$ cat config.mk
export PLATFORM = sky130hd
export DESIGN_NAME = prb_ring
export DESIGN_NICKNAME = d
export VERILOG_FILES = /design/src/logic/prb_pkg.sv /design/src/logic/prb_lfsr.sv /design/src/logic/prb_ring.sv
export VERILOG_INCLUDE_DIRS = /design/src /design/src/logic
export SDC_FILE = /design/constraint.sdc
export NUM_CORES = 2
export LEC_CHECK = 0
export BUFFER_PORTS_ARGS = -buffer_cell sky130_fd_sc_hd__buf_2
export CAP_MARGIN = 10
export CORE_UTILIZATION = 62
export DETAILED_ROUTE_END_ITERATION = 16
export PLACE_DENSITY = 0.81
export SLEW_MARGIN = 20
export SYNTH_ARGS = -nofsm -noshare
export SYNTH_HDL_FRONTEND = slang
export SYNTH_HIERARCHICAL = 1
export SYNTH_SLANG_ARGS = --single-unit
$ cat constraint.sdc
create_clock -name ref_clk_i -period 26.6 [get_ports ref_clk_i]
set_input_delay 5.32 -clock ref_clk_i [delete_from_list [all_inputs] [get_ports ref_clk_i]]
set_output_delay 5.32 -clock ref_clk_i [all_outputs]
set_load 0.01 [all_outputs]
$ cat src/logic/prb_params.svh
// constants for the profiling record ring buffer: sizes, offsets, fields, reset values
`ifndef PRB_PARAMS_SVH
`define PRB_PARAMS_SVH

// ----------------------------------------------------------------
// sizes
// ----------------------------------------------------------------
`define PRB_NUM_EV 4
`define PRB_EV_W 2
`define PRB_IDX_W 16
`define PRB_IADDR_W 56
`define PRB_REC_SHIFT 5
`define PRB_RAND_BITS 4

// ----------------------------------------------------------------
// register byte offsets
// ----------------------------------------------------------------
`define PRB_OFS_CTRL 8'h00
`define PRB_OFS_STATUS 8'h04
`define PRB_OFS_BASE 8'h08
`define PRB_OFS_SIZE 8'h0C
`define PRB_OFS_HEAD 8'h10
`define PRB_OFS_TAIL 8'h14
`define PRB_OFS_THRESH 8'h18
`define PRB_OFS_MISS_LO 8'h1C
`define PRB_OFS_MISS_HI 8'h20
`define PRB_OFS_MIN_IVAL 8'h24
`define PRB_OFS_IVAL0 8'h40

// ----------------------------------------------------------------
// control and status fields
// ----------------------------------------------------------------
`define PRB_CTRL_RUN 0
`define PRB_CTRL_CONT 1
`define PRB_CTRL_INT_EN 2
`define PRB_CTRL_RAND 3
`define PRB_CTRL_CLR 4
`define PRB_ST_RUNNING 0
`define PRB_ST_IRQ 1
`define PRB_ST_BUSY 2
`define PRB_ST_CONT 3

// ----------------------------------------------------------------
// reset values
// ----------------------------------------------------------------
`define PRB_RST_SIZE 16'h0010
`define PRB_RST_IVAL 32'h0000_0100
`define PRB_RST_MIN 32'h0000_0010
`define PRB_LFSR_SEED 16'hACE1

`endif

$ cat src/logic/prb_pkg.sv
// types shared by the profiling record ring buffer
package prb_pkg;

  // store sequence states
  typedef enum logic [2:0] {
    ST_IDLE,
    ST_GATHER,
    ST_CHECK,
    ST_REFRESH,
    ST_WRITE,
    ST_RELOAD
  } prb_state_e;

endpackage : prb_pkg

$ cat src/logic/prb_lfsr.sv
// pseudo random source for interval randomization
`timescale 1ns/1ps
`include "prb_params.svh"

module prb_lfsr (
  input wire logic ref_clk_i,
  input wire logic sys_rst_i,
  input wire logic ce_i,
  output logic [15:0] rnd_o
);

  // galois lfsr, steps every enabled cycle so draws look uncorrelated
  always_ff @(posedge ref_clk_i or posedge sys_rst_i)
  begin
    if (sys_rst_i)
      rnd_o <= `PRB_LFSR_SEED;
    else if (ce_i)
      rnd_o <= {1'b0, rnd_o[15:1]} ^ (rnd_o[0] ? 16'hB400 : 16'h0000);
  end

endmodule : prb_lfsr

$ cat src/logic/prb_ring.sv
// profiling event counters, record gather, ring store and wishbone registers
//
// The address map and the Wishbone register port were left to the implementer.
`timescale 1ns/1ps
`include "prb_params.svh"

// What this block does
// - retire decrements counters; negative triggers gather
// - mode flag 0 sync, 1 continuous
// - several eligible: record one, others wait
// - memory unavailable: drop, recapture next event
// - aborted replay: keep counting, recapture next
// - write record at head, then advance head
// - full when head plus one equals tail
// - full buffer bumps 64-bit missed count
// - sync mode: full keeps head, record lost
// - continuous mode: advance anyway, count wraps
// - simultaneous stores: store one at a time
// - late store still holds captured data
// - occupancy above threshold raises interrupt
// - reload interval, optional random low bits
// - reload on head advance or missed count
// - overrun below -1 reduces reload
// - enforce minimum interval, visible in fields
// - never write tail or application region
// - stale tail: re-read and recheck first
module prb_ring (
  input wire logic ref_clk_i,
  input wire logic sys_rst_i,
  input wire logic ce_i,
  input wire logic wb_cyc_i,
  input wire logic wb_stb_i,
  input wire logic wb_we_i,
  input wire logic [7:0] wb_adr_i,
  input wire logic [3:0] wb_sel_i,
  input wire logic [31:0] wb_dat_i,
  output logic [31:0] wb_dat_o,
  output logic wb_ack_o,
  input wire logic retire_i,
  input wire logic [`PRB_NUM_EV-1:0] ev_hit_i,
  input wire logic [`PRB_IADDR_W-1:0] instr_addr_i,
  input wire logic replay_abort_i,
  input wire logic mem_ready_i,
  output logic rec_req_o,
  output logic [31:0] rec_addr_o,
  output logic [63:0] rec_data_o,
  input wire logic rec_ack_i,
  output logic irq_o
);

  // ----------------------------------------------------------------
  // state
  // ----------------------------------------------------------------
  prb_pkg::prb_state_e st;
  logic run, cont, int_en, rand_en, refreshed, tail_ok;
  logic [31:0] base, thresh, min_ival;
  logic [`PRB_IDX_W-1:0] size, head, tail, tail_cache;
  logic [63:0] missed;
  logic [31:0] ival [`PRB_NUM_EV];
  logic signed [31:0] cnt [`PRB_NUM_EV];
  logic [`PRB_EV_W-1:0] sel_ev;
  logic [`PRB_NUM_EV-1:0] elig, dec;
  logic [15:0] rnd;

  prb_lfsr u_lfsr (
    .ref_clk_i(ref_clk_i),
    .sys_rst_i(sys_rst_i),
    .ce_i(ce_i),
    .rnd_o(rnd)
  );

  // ----------------------------------------------------------------
  // bus decode
  // ----------------------------------------------------------------
  wire bus_req = wb_cyc_i & wb_stb_i & ~wb_ack_o;
  wire bus_wr = bus_req & wb_we_i & (&wb_sel_i);
  wire wr_ctrl = bus_wr & (wb_adr_i == `PRB_OFS_CTRL);
  wire wr_miss_lo = bus_wr & (wb_adr_i == `PRB_OFS_MISS_LO);
  wire wr_miss_hi = bus_wr & (wb_adr_i == `PRB_OFS_MISS_HI);
  wire run_rise = wr_ctrl & wb_dat_i[`PRB_CTRL_RUN] & ~run;
  wire [`PRB_EV_W-1:0] ival_sel = wb_adr_i[`PRB_EV_W+1:2];
  wire in_ival = (wb_adr_i[7:4] == 4'(`PRB_OFS_IVAL0 >> 4));
  wire wr_ival = bus_wr & in_ival;
  // enforced minimum applies to all but the value sample event
  wire [31:0] ival_wr = (ival_sel != '0 && wb_dat_i < min_ival) ? min_ival : wb_dat_i;

  // ----------------------------------------------------------------
  // ring arithmetic
  // ----------------------------------------------------------------
  wire [`PRB_IDX_W-1:0] head_next = (head == size - 16'h0001) ? '0 : head + 16'h0001;
  wire full_c = (head_next == tail_cache);
  wire [`PRB_IDX_W-1:0] occ = (head >= tail_cache) ? head - tail_cache
                                                   : head + size - tail_cache;
  wire thr_sus = int_en & run & ({16'h0000, occ} > thresh);
  wire any_elig = |elig;
  wire [`PRB_EV_W-1:0] pick;
  wire [31:0] rec_addr_n = base + {11'h000, head, 5'h00};

  // lowest index wins when several counters are eligible together
  function automatic logic [`PRB_EV_W-1:0] first_one(input logic [`PRB_NUM_EV-1:0] v);
    logic [`PRB_EV_W-1:0] r;
    r = '0;
    for (int k = `PRB_NUM_EV - 1; k >= 0; k--)
      if (v[k])
        r = k[`PRB_EV_W-1:0];
    return r;
  endfunction : first_one
  assign pick = first_one(elig);

  // ----------------------------------------------------------------
  // reload value for the selected event
  // ----------------------------------------------------------------
  wire [31:0] ival_s = ival[sel_ev];
  wire [31:0] ival_min = (sel_ev != '0 && ival_s < min_ival) ? min_ival : ival_s;
  wire [31:0] ival_r = rand_en ? {ival_min[31:`PRB_RAND_BITS],
                                  ival_min[`PRB_RAND_BITS-1:0] ^ rnd[`PRB_RAND_BITS-1:0]}
                               : ival_min;
  wire signed [31:0] cnt_s = cnt[sel_ev];
  // overrun past -1 is folded back so the sample spacing stays unbiased
  wire [31:0] reload_val = (cnt_s < -32'sd1) ? ival_r + 32'(cnt_s) + 32'h0000_0001
                                            : ival_r;
  wire do_reload = (st == prb_pkg::ST_RELOAD);

  // ----------------------------------------------------------------
  // per event counters
  // ----------------------------------------------------------------
  genvar g;
  generate
    for (g = 0; g < `PRB_NUM_EV; g++)
    begin : g_ev
      assign dec[g] = run & retire_i & ev_hit_i[g];
      // reaches negative on this instruction, or is already negative
      assign elig[g] = dec[g] & (cnt[g] <= 32'sd0);
      wire rl = do_reload & (sel_ev == g);
      always_ff @(posedge ref_clk_i or posedge sys_rst_i)
      begin
        if (sys_rst_i)
          cnt[g] <= 32'sd0;
        else if (ce_i)
        begin
          if (run_rise)
            cnt[g] <= $signed(ival[g]);
          else if (rl)
            cnt[g] <= $signed(reload_val - {31'h0, dec[g]});
          else if (dec[g])
            cnt[g] <= cnt[g] - 32'sd1;
        end
      end
      always_ff @(posedge ref_clk_i or posedge sys_rst_i)
      begin
        if (sys_rst_i)
          ival[g] <= `PRB_RST_IVAL;
        else if (ce_i && wr_ival && ival_sel == g)
          ival[g] <= ival_wr;
      end
    end
  endgenerate

  // ----------------------------------------------------------------
  // control registers
  // ----------------------------------------------------------------
  // mode is latched only when profiling starts
  always_ff @(posedge ref_clk_i or posedge sys_rst_i)
  begin
    if (sys_rst_i)
    begin
      run <= 1'b0;
      cont <= 1'b0;
      int_en <= 1'b0;
      rand_en <= 1'b0;
    end
    else if (ce_i && wr_ctrl)
    begin
      run <= wb_dat_i[`PRB_CTRL_RUN];
      int_en <= wb_dat_i[`PRB_CTRL_INT_EN];
      rand_en <= wb_dat_i[`PRB_CTRL_RAND];
      if (run_rise)
        cont <= wb_dat_i[`PRB_CTRL_CONT];
    end
  end

  // ring geometry and software owned tail
  always_ff @(posedge ref_clk_i or posedge sys_rst_i)
  begin
    if (sys_rst_i)
    begin
      base <= '0;
      size <= `PRB_RST_SIZE;
      tail <= '0;
      thresh <= '0;
      min_ival <= `PRB_RST_MIN;
    end
    else if (ce_i && bus_wr)
    begin
      case (wb_adr_i)
        `PRB_OFS_BASE: base <= wb_dat_i;
        `PRB_OFS_SIZE: size <= wb_dat_i[`PRB_IDX_W-1:0];
        `PRB_OFS_TAIL: tail <= wb_dat_i[`PRB_IDX_W-1:0];
        `PRB_OFS_THRESH: thresh <= wb_dat_i;
        `PRB_OFS_MIN_IVAL: min_ival <= wb_dat_i;
        default: ;
      endcase
    end
  end

  // ----------------------------------------------------------------
  // store sequence
  // ----------------------------------------------------------------
  wire write_done = (st == prb_pkg::ST_WRITE) & rec_ack_i;
  wire miss_inc = (st == prb_pkg::ST_CHECK & full_c & refreshed & ~cont)
                | (write_done & full_c);
  // an increment in the same cycle as a software write is applied on top of it
  wire [63:0] miss_base = wr_miss_lo ? {missed[63:32], wb_dat_i}
                        : wr_miss_hi ? {wb_dat_i, missed[31:0]} : missed;
  wire [63:0] next_missed = miss_base + {63'h0, miss_inc};

  always_ff @(posedge ref_clk_i or posedge sys_rst_i)
  begin
    if (sys_rst_i)
      missed <= '0;
    else if (ce_i)
      missed <= next_missed;
  end

  // head only advances after the record landed; tail is never written here
  // a record landing in the same cycle as a clear wins, so no stored record is orphaned
  always_ff @(posedge ref_clk_i or posedge sys_rst_i)
  begin
    if (sys_rst_i)
      head <= '0;
    else if (ce_i)
    begin
      if (write_done)
        head <= head_next;
      else if (wr_ctrl && wb_dat_i[`PRB_CTRL_CLR] && !run)
        head <= '0;
    end
  end

  // record capture and the walk through check, write and reload
  always_ff @(posedge ref_clk_i or posedge sys_rst_i)
  begin
    if (sys_rst_i)
    begin
      st <= prb_pkg::ST_IDLE;
      sel_ev <= '0;
      refreshed <= 1'b0;
      rec_req_o <= 1'b0;
      rec_addr_o <= '0;
      rec_data_o <= '0;
    end
    else if (ce_i)
    begin
      case (st)
        prb_pkg::ST_IDLE:
          if (run && any_elig)
          begin
            sel_ev <= pick;
            rec_data_o <= {5'h00, {1'b0, pick} + 3'h1, instr_addr_i};
            st <= prb_pkg::ST_GATHER;
          end
        prb_pkg::ST_GATHER:
        begin
          refreshed <= 1'b0;
          st <= replay_abort_i ? prb_pkg::ST_IDLE : prb_pkg::ST_CHECK;
        end
        prb_pkg::ST_CHECK:
          if (full_c && !refreshed)
            st <= prb_pkg::ST_REFRESH;
          else if (full_c && !cont)
            st <= prb_pkg::ST_RELOAD;
          else if (!mem_ready_i)
            st <= prb_pkg::ST_IDLE;
          else
          begin
            rec_req_o <= 1'b1;
            rec_addr_o <= rec_addr_n;
            st <= prb_pkg::ST_WRITE;
          end
        prb_pkg::ST_REFRESH:
        begin
          refreshed <= 1'b1;
          st <= prb_pkg::ST_CHECK;
        end
        prb_pkg::ST_WRITE:
          if (rec_ack_i)
          begin
            rec_req_o <= 1'b0;
            st <= prb_pkg::ST_RELOAD;
          end
        prb_pkg::ST_RELOAD:
          st <= prb_pkg::ST_IDLE;
        default:
          st <= prb_pkg::ST_IDLE;
      endcase
    end
  end

  // ----------------------------------------------------------------
  // tail cache and threshold report
  // ----------------------------------------------------------------
  // the cache is refreshed when profiling starts and when it hints at full or threshold
  always_ff @(posedge ref_clk_i or posedge sys_rst_i)
  begin
    if (sys_rst_i)
    begin
      tail_cache <= '0;
      tail_ok <= 1'b0;
      irq_o <= 1'b0;
    end
    else if (ce_i)
    begin
      if (st == prb_pkg::ST_REFRESH || (thr_sus && !tail_ok) || run_rise)
        tail_cache <= tail;
      tail_ok <= (tail_cache == tail);
      irq_o <= thr_sus & tail_ok & (tail_cache == tail);
    end
  end

  // ----------------------------------------------------------------
  // wishbone slave: ack one cycle after strobe, unmapped reads zero
  // ----------------------------------------------------------------
  wire [31:0] status = {28'h0, cont, st != prb_pkg::ST_IDLE, irq_o, run};
  wire [31:0] rd_mux = (wb_adr_i == `PRB_OFS_CTRL) ? {27'h0, 1'b0, rand_en, int_en, cont, run}
                     : (wb_adr_i == `PRB_OFS_STATUS) ? status
                     : (wb_adr_i == `PRB_OFS_BASE) ? base
                     : (wb_adr_i == `PRB_OFS_SIZE) ? {16'h0, size}
                     : (wb_adr_i == `PRB_OFS_HEAD) ? {16'h0, head}
                     : (wb_adr_i == `PRB_OFS_TAIL) ? {16'h0, tail}
                     : (wb_adr_i == `PRB_OFS_THRESH) ? thresh
                     : (wb_adr_i == `PRB_OFS_MISS_LO) ? missed[31:0]
                     : (wb_adr_i == `PRB_OFS_MISS_HI) ? missed[63:32]
                     : (wb_adr_i == `PRB_OFS_MIN_IVAL) ? min_ival
                     : in_ival ? ival[ival_sel]
                     : 32'h0000_0000;

  always_ff @(posedge ref_clk_i or posedge sys_rst_i)
  begin
    if (sys_rst_i)
    begin
      wb_ack_o <= 1'b0;
      wb_dat_o <= '0;
    end
    else if (ce_i)
    begin
      wb_ack_o <= bus_req;
      wb_dat_o <= bus_req ? rd_mux : 32'h0000_0000;
    end
  end
endmodule : prb_ring
# ---- Yosys cells after proc, flatten, opt, wreduce, memory -nomap -nowiden
# Cells that the tools add are included.
dict set report word_totals {
  register_bits 633
  in_bits 114
  output_inout_bits 131
  word_cells 246
}
dict set report op_classes {
  n_addsub 18
  magnitude_cmp 11
  eq_ne 29
  muxes 61
  bitwise_logic 42
  n_reduce_logical 54
}
# cell count
set ops {}
lappend ops {{$mux W32} 33}
lappend ops {{$bmux W32 S2} 3}
lappend ops {{$le A32 B1 Y1 const B} 4}
lappend ops {{$mux W64} 2}
lappend ops {{$sub A32 B1 Y32} 4}
lappend ops {{$sub A32 B2 Y32 const B} 4}
lappend ops {{$mux W16} 5}
lappend ops {{$add A64 B1 Y64} 1}
lappend ops {{$lt A32 B32 Y1} 2}
lappend ops {{$eq A16 B16 Y1} 3}
lappend ops {{$add A32 B1 Y32 const B} 1}
lappend ops {{$add A32 B21 Y32} 1}
lappend ops {{$add A32 B32 Y32} 1}
lappend ops {{$and A1 B1 Y1} 32}
lappend ops {{$eq A8 B5 Y1 const B} 4}
lappend ops {{$gt A16 B32 Y1} 1}
lappend ops {{$lt A32 B1 Y1 const B} 1}
lappend ops {{$sub A16 B16 Y16} 2}
lappend ops {{$reduce_and A2 Y1} 13}
lappend ops {{$add A16 B1 Y16 const B} 1}
lappend ops {{$add A16 B16 Y16} 1}
lappend ops {{$eq A8 B4 Y1 const B} 2}
lappend ops {{$eq A8 B6 Y1 const B} 2}
lappend ops {{$ge A16 B16 Y1} 1}
lappend ops {{other kinds (35)} 91}

# ---- Depth between registers and ports, before layout
dict set report logic_depth {
  ltp_word 16
  depth_mapped 35
  depth_no_buf 29
}

# ---- By module
# Netlist, hierarchy kept.
# module instances cells_per_inst area_per_inst_um2 seq_area_each_um2
set by_module_without_submodules {}
lappend by_module_without_submodules {prb_ring 1 5394 45962.8 15447.3}
lappend by_module_without_submodules {prb_lfsr 1 41 659.4 410.4}

# ---- Worst setup path after synthesis
# OpenSTA, ideal clock, no wires.
dict set report synth_path {
  path_kind {input to register}
  startpoint {input wb_adr_i[4]}
  endpoint {register missed[52]}
  setup_ns 0.072
  t_arrival_ns 9.307
  t_required_ns 26.528
  path_slack_ns 17.221
  path_stages 21
  n_path_buf 5
  cell_sequence {or4b_1 buf_2 nor4_4 nand2_2 buf_6 clkbuf_1 clkbuf_1 nand2_1 nand2_1 ha_1 ha_1 inv_1 a221oi_1 nand4b_1 nor4_4 nand4_2 or3_1 clkbuf_1 nor2_1 mux2_2 nor2_1}
}
dict set report synth_via {
  elab_chain_cells 5
  word_cells_on_any_way 7
  cone_classes {add/sub (1); eq/ne (2); mux (2); bitwise (2)}
}
# element line
set synth_lines {}
lappend synth_lines {{start: declaration} prb_ring.sv:34} ;# input wire logic [7:0] wb_adr_i,
lappend synth_lines {{$eq A8 B6 Y1 (no source line)} --}
lappend synth_lines {{$and A1 B1 Y1} prb_ring.sv:79} ;# wire wr_miss_hi = bus_wr & (wb_adr_i == `PRB_OFS_MISS_HI);
lappend synth_lines {{$mux W64} prb_ring.sv:214} ;# : wr_miss_hi ? {wb_dat_i, missed[31:0]} : missed;
lappend synth_lines {{$mux W64 *} prb_ring.sv:213} ;# wire [63:0] miss_base = wr_miss_lo ? {missed[63:32], wb_dat_i}
lappend synth_lines {{$add A64 B1 Y64 *} prb_ring.sv:215} ;# wire [63:0] next_missed = miss_base + {63'h0, miss_inc};
lappend synth_lines {{end signal: assignment} prb_ring.sv:222} ;# missed <= next_missed;
lappend synth_lines {{end: declaration} prb_ring.sv:58} ;# logic [63:0] missed;
# Every way passes the cells marked *; elsewhere a longest branch is shown, timed or not.
# A chain may end at the register's enable or synchronous reset.

# ---- Final worst setup path
dict set report layout_path {
  startpoint {input wb_adr_i[5]}
  endpoint {register missed[62]}
}
# The elaborated chain is that of the path after synthesis.

==> reports/metrics.yaml <==
skew_ps: 31.3
path_class: "input port to flop"
fin_crit_ps: 9810
cp.required_ps: 27150
drv_slew: 0
grt_use_met1: 0.639
drt-initial-drc-count: 8018
gr-usage-met3: 0.129
p_sw_mw: 2.02
die-area_sq_um: 76300
nets: 5802
clk_pin_slew_ps: 60
p_int_mw: 2.54
tightest_slew_ps: 1330
synth.area.mux_share: 0.108
synth_top_family_by_area: "compound AO/OA/AOI/OAI gates"
vias_per_cell: 7.16
hold_path.class: "flop to flop"
pwr-share-seq: 0.275
grt_pass1_wl_um: 281000
hpwl_um: 142000
grt_max_degree: 121
grtUsageTotal: 0.490
die_w_um: 276
vdd_ir_drop_max_uv: 95.3
met2_usage: 0.718
synth_compound_area_frac: 0.198
fillers: 6018
grt_setup_unrepaired: "no"
final_area_sq_um: 51200
comb_power_share: 0.473
setup_violations: 0
cap_viol_max_count: 0
yosys_most_used_dff: "dfrtp_1"
p_clk_frac: 0.252
placed_cell_area_sq_um: 48400
wl_um: 191000
sw_frac_of_total: 0.443
setup_slack_ps: 16790
layout-drive-gt1-share: 0.150
crit_fanout: 27
coreArea_sq_um: 74400
synthCells: 5435
portBuffers: 239
p_leak_nw: 23.2
synthDistinctLibCells: 99
cts_buffers: 74
synth_edf_count: 0
vias: 46700
postCtsSetupBuffers: 0
die-height_um: 276
globalRouteOverflowTotal: 0
critPathCaptureType: "flop"
insertion_delay_ps: 660
cts_buffer_depth: 3
slowest_delay_ps: 920
remaining_drc_errors: 0
clkSinkCount: 633
antenna_found_initial: 7
htree_levels: 3
worst-endpoint-arrival_ps: 10360
hold_viol: 0
path_delay_family: "simple AND/OR/NAND/NOR gates"
cts_hold_buf: 0
path_buf_inv: 4
ys_seq_area_frac: 0.340
routabilityCongestion: 1.06
synth.avg_cell_area_sq_um: 8.58
fmax_ghz: 0.102
cts_tree: "done"
startpoint_type: "input port"
fin_crit_sh: 0.369
hold_ws_ps: 467
area_growth_pct: 9.76
synthSimpleGateAreaFrac: 0.192
slowest_stage: "nor4b_1"
drt_pass1_iterations: 10
grt-busiest-layer: "met2"
synth_seq_cells: 633
status: "completed"
slew_headroom: 0.106
syn_area_sq_um: 46600
synthXorXnorAreaFrac: 0.0596
wl_per_cell_um: 29.3
async_flop_share: 1.00
clockRootBuffer: "clkbuf_16"
initial_core_util: 0.626
tns_ps: 0
cp_cell_sequence: "buf_2 > nor4b_1 > nand4_1 > buf_4 > nor2_1 > buf_4 > nand2_1 > nand2_1 > ha_1 > inv_1 > a221oi_1 > nand4b_1 > nor4_4 > nand4_2 > nor4b_4 > nor4b_4 > o21ai_1 > a221oi_1"
grt_pass1_vias: 43700
dp_slack_ps: 16340
ys.warnings.count: 6
pin_count: 245
powerDensity_nw_per_um2: 89.1
ant_nets: 0
cts_resized: 0
num_rows: 100
synth_fa_ha_area_frac: 0.0552
worst min-delay path: cells and delay by family (launching register included):
kind | cells | cell delay (ps)
flops | 1 | 330
simple gates | 2 | 100
placed cells by master (no fill, tap or decap), types with 37 or more instances in the layout:
| master | instances |
|---|---|
| mux2i_1 | 80 |
| nor4_1 | 57 |
| mux4_2 | 95 |
| nor3_1 | 124 |
| nor2_1 | 398 |
| a21oi_1 | 328 |
| a221oi_1 | 65 |
| o31ai_1 | 51 |
| buf_4 | 87 |
| buf_2 | 238 |
| mux2_2 | 180 |
| nand2_1 | 790 |
| ha_1 | 177 |
| xnor2_1 | 200 |
| a21o_1 | 73 |
| dfrtp_1 | 617 |
| inv_1 | 204 |
| o21ai_0 | 452 |
| and3_1 | 56 |
| xor2_1 | 117 |
| a31oi_1 | 48 |
| o22ai_1 | 37 |
| clkbuf_16 | 75 |
| a211oi_1 | 47 |
| a22oi_1 | 45 |
| nand3_1 | 193 |
| nand4_1 | 56 |
path summary, 6_finish.rpt:
kind	from	end	slack, ps	depth (start not counted)
max in group asynchronous	sys_rst_i	ival[58]	18620	5
worst min-delay path	rec_data_o[22]	rec_data_o[22]	470	2
worst min register to register	rec_data_o[22]	rec_data_o[22]	470	2
worst max-delay path	wb_adr_i[5]	missed[62]	16790	18
worst max register to register	sel_ev[0]	cnt[29]	17100	27
min in group asynchronous	sys_rst_i	u_lfsr/rnd_o[9]	4770	2
routing by layer:
layer  wire (um)  share of wire
met5          31        0.00016
met4       15800          0.083
met3       26500           0.14
met2       80200           0.42
met1       68600           0.36
synthesized netlist by cell type (all sizes together) (49+ instances only):
cell type | number | area share
mux2i | 80 | 0.017
a21oi | 330 | 0.035
xor2 | 117 | 0.022
a221oi | 66 | 0.013
nor2 | 409 | 0.033
xnor2 | 200 | 0.038
a31oi | 49 | 0.0066
nor3 | 126 | 0.014
and3 | 56 | 0.0075
nor4 | 67 | 0.010
nand2 | 792 | 0.064
a21o | 73 | 0.012
inv | 205 | 0.017
buf | 64 | 0.0077
dfrtp | 619 | 0.33
o31ai | 53 | 0.0086
mux2 | 184 | 0.045
ha | 177 | 0.048
nand4 | 57 | 0.0078
clkbuf | 284 | 0.023
nand3 | 194 | 0.021
mux4 | 95 | 0.046
o21ai | 462 | 0.050
logic make-up after synthesis:
kind of cell / Yosys count
and+or+nand+nor: 1927
AOI/OAI and AO/OA: 1448
DFF: 633
buffers and inverters: 555
muxes: 359
xor gates and xnor gates: 317
adders and majority gates: 195
other: 1
final cells by class:
cell class	count	area [sq um]	share of cell area
multi-input cells	4251	28800	0.562
flip-flops and latches	633	15900	0.310
clock buffers	95	2050	0.0401
repair buffers	326	1850	0.0362
well taps	969	1210	0.0237
inverters	207	786	0.0154
clock inverters	39	644	0.0126
diodes	4	10.0	0.000196
power groups by stage:
| stage | Sequential (mW) | Clock, mW | Combinational (mW) |
|---|---|---|---|
| 6_report | 1.25 | 1.15 | 2.16 |
| 5_1_grt | 1.27 | 1.18 | 2.26 |
| 4_1_cts | 1.24 | 1.14 | 2.06 |
| 3_5_place_dp | 1.26 | 0 | 2.05 |
| 3_3_place_gp | 1.26 | 0 | 2.03 |
| 2_1_floorplan | 1.21 | 0 | 1.41 |
through the flow:
stage	util	power [mW]	cells
floorplan	-	2.62	5439
global placement	0.651	3.29	6385
detailed placement	0.651	3.31	6385
CTS	0.687	4.45	6519
global route	0.687	4.71	6520
finish	0.687	4.56	6524
state kept, by name (all words and copies together) (netlist names), 2 cells and up:
signal        flops
base             32
u_lfsr/rnd_o     16
rec_addr_o       32
cnt             128
ival            128
thresh           32
min_ival         32
missed           64
st                3
wb_dat_o         32
rec_data_o       59
head             16
size             16
sel_ev            2
tail_cache       16
tail             16
No activity file was read; power rests on OpenSTA's default activity.
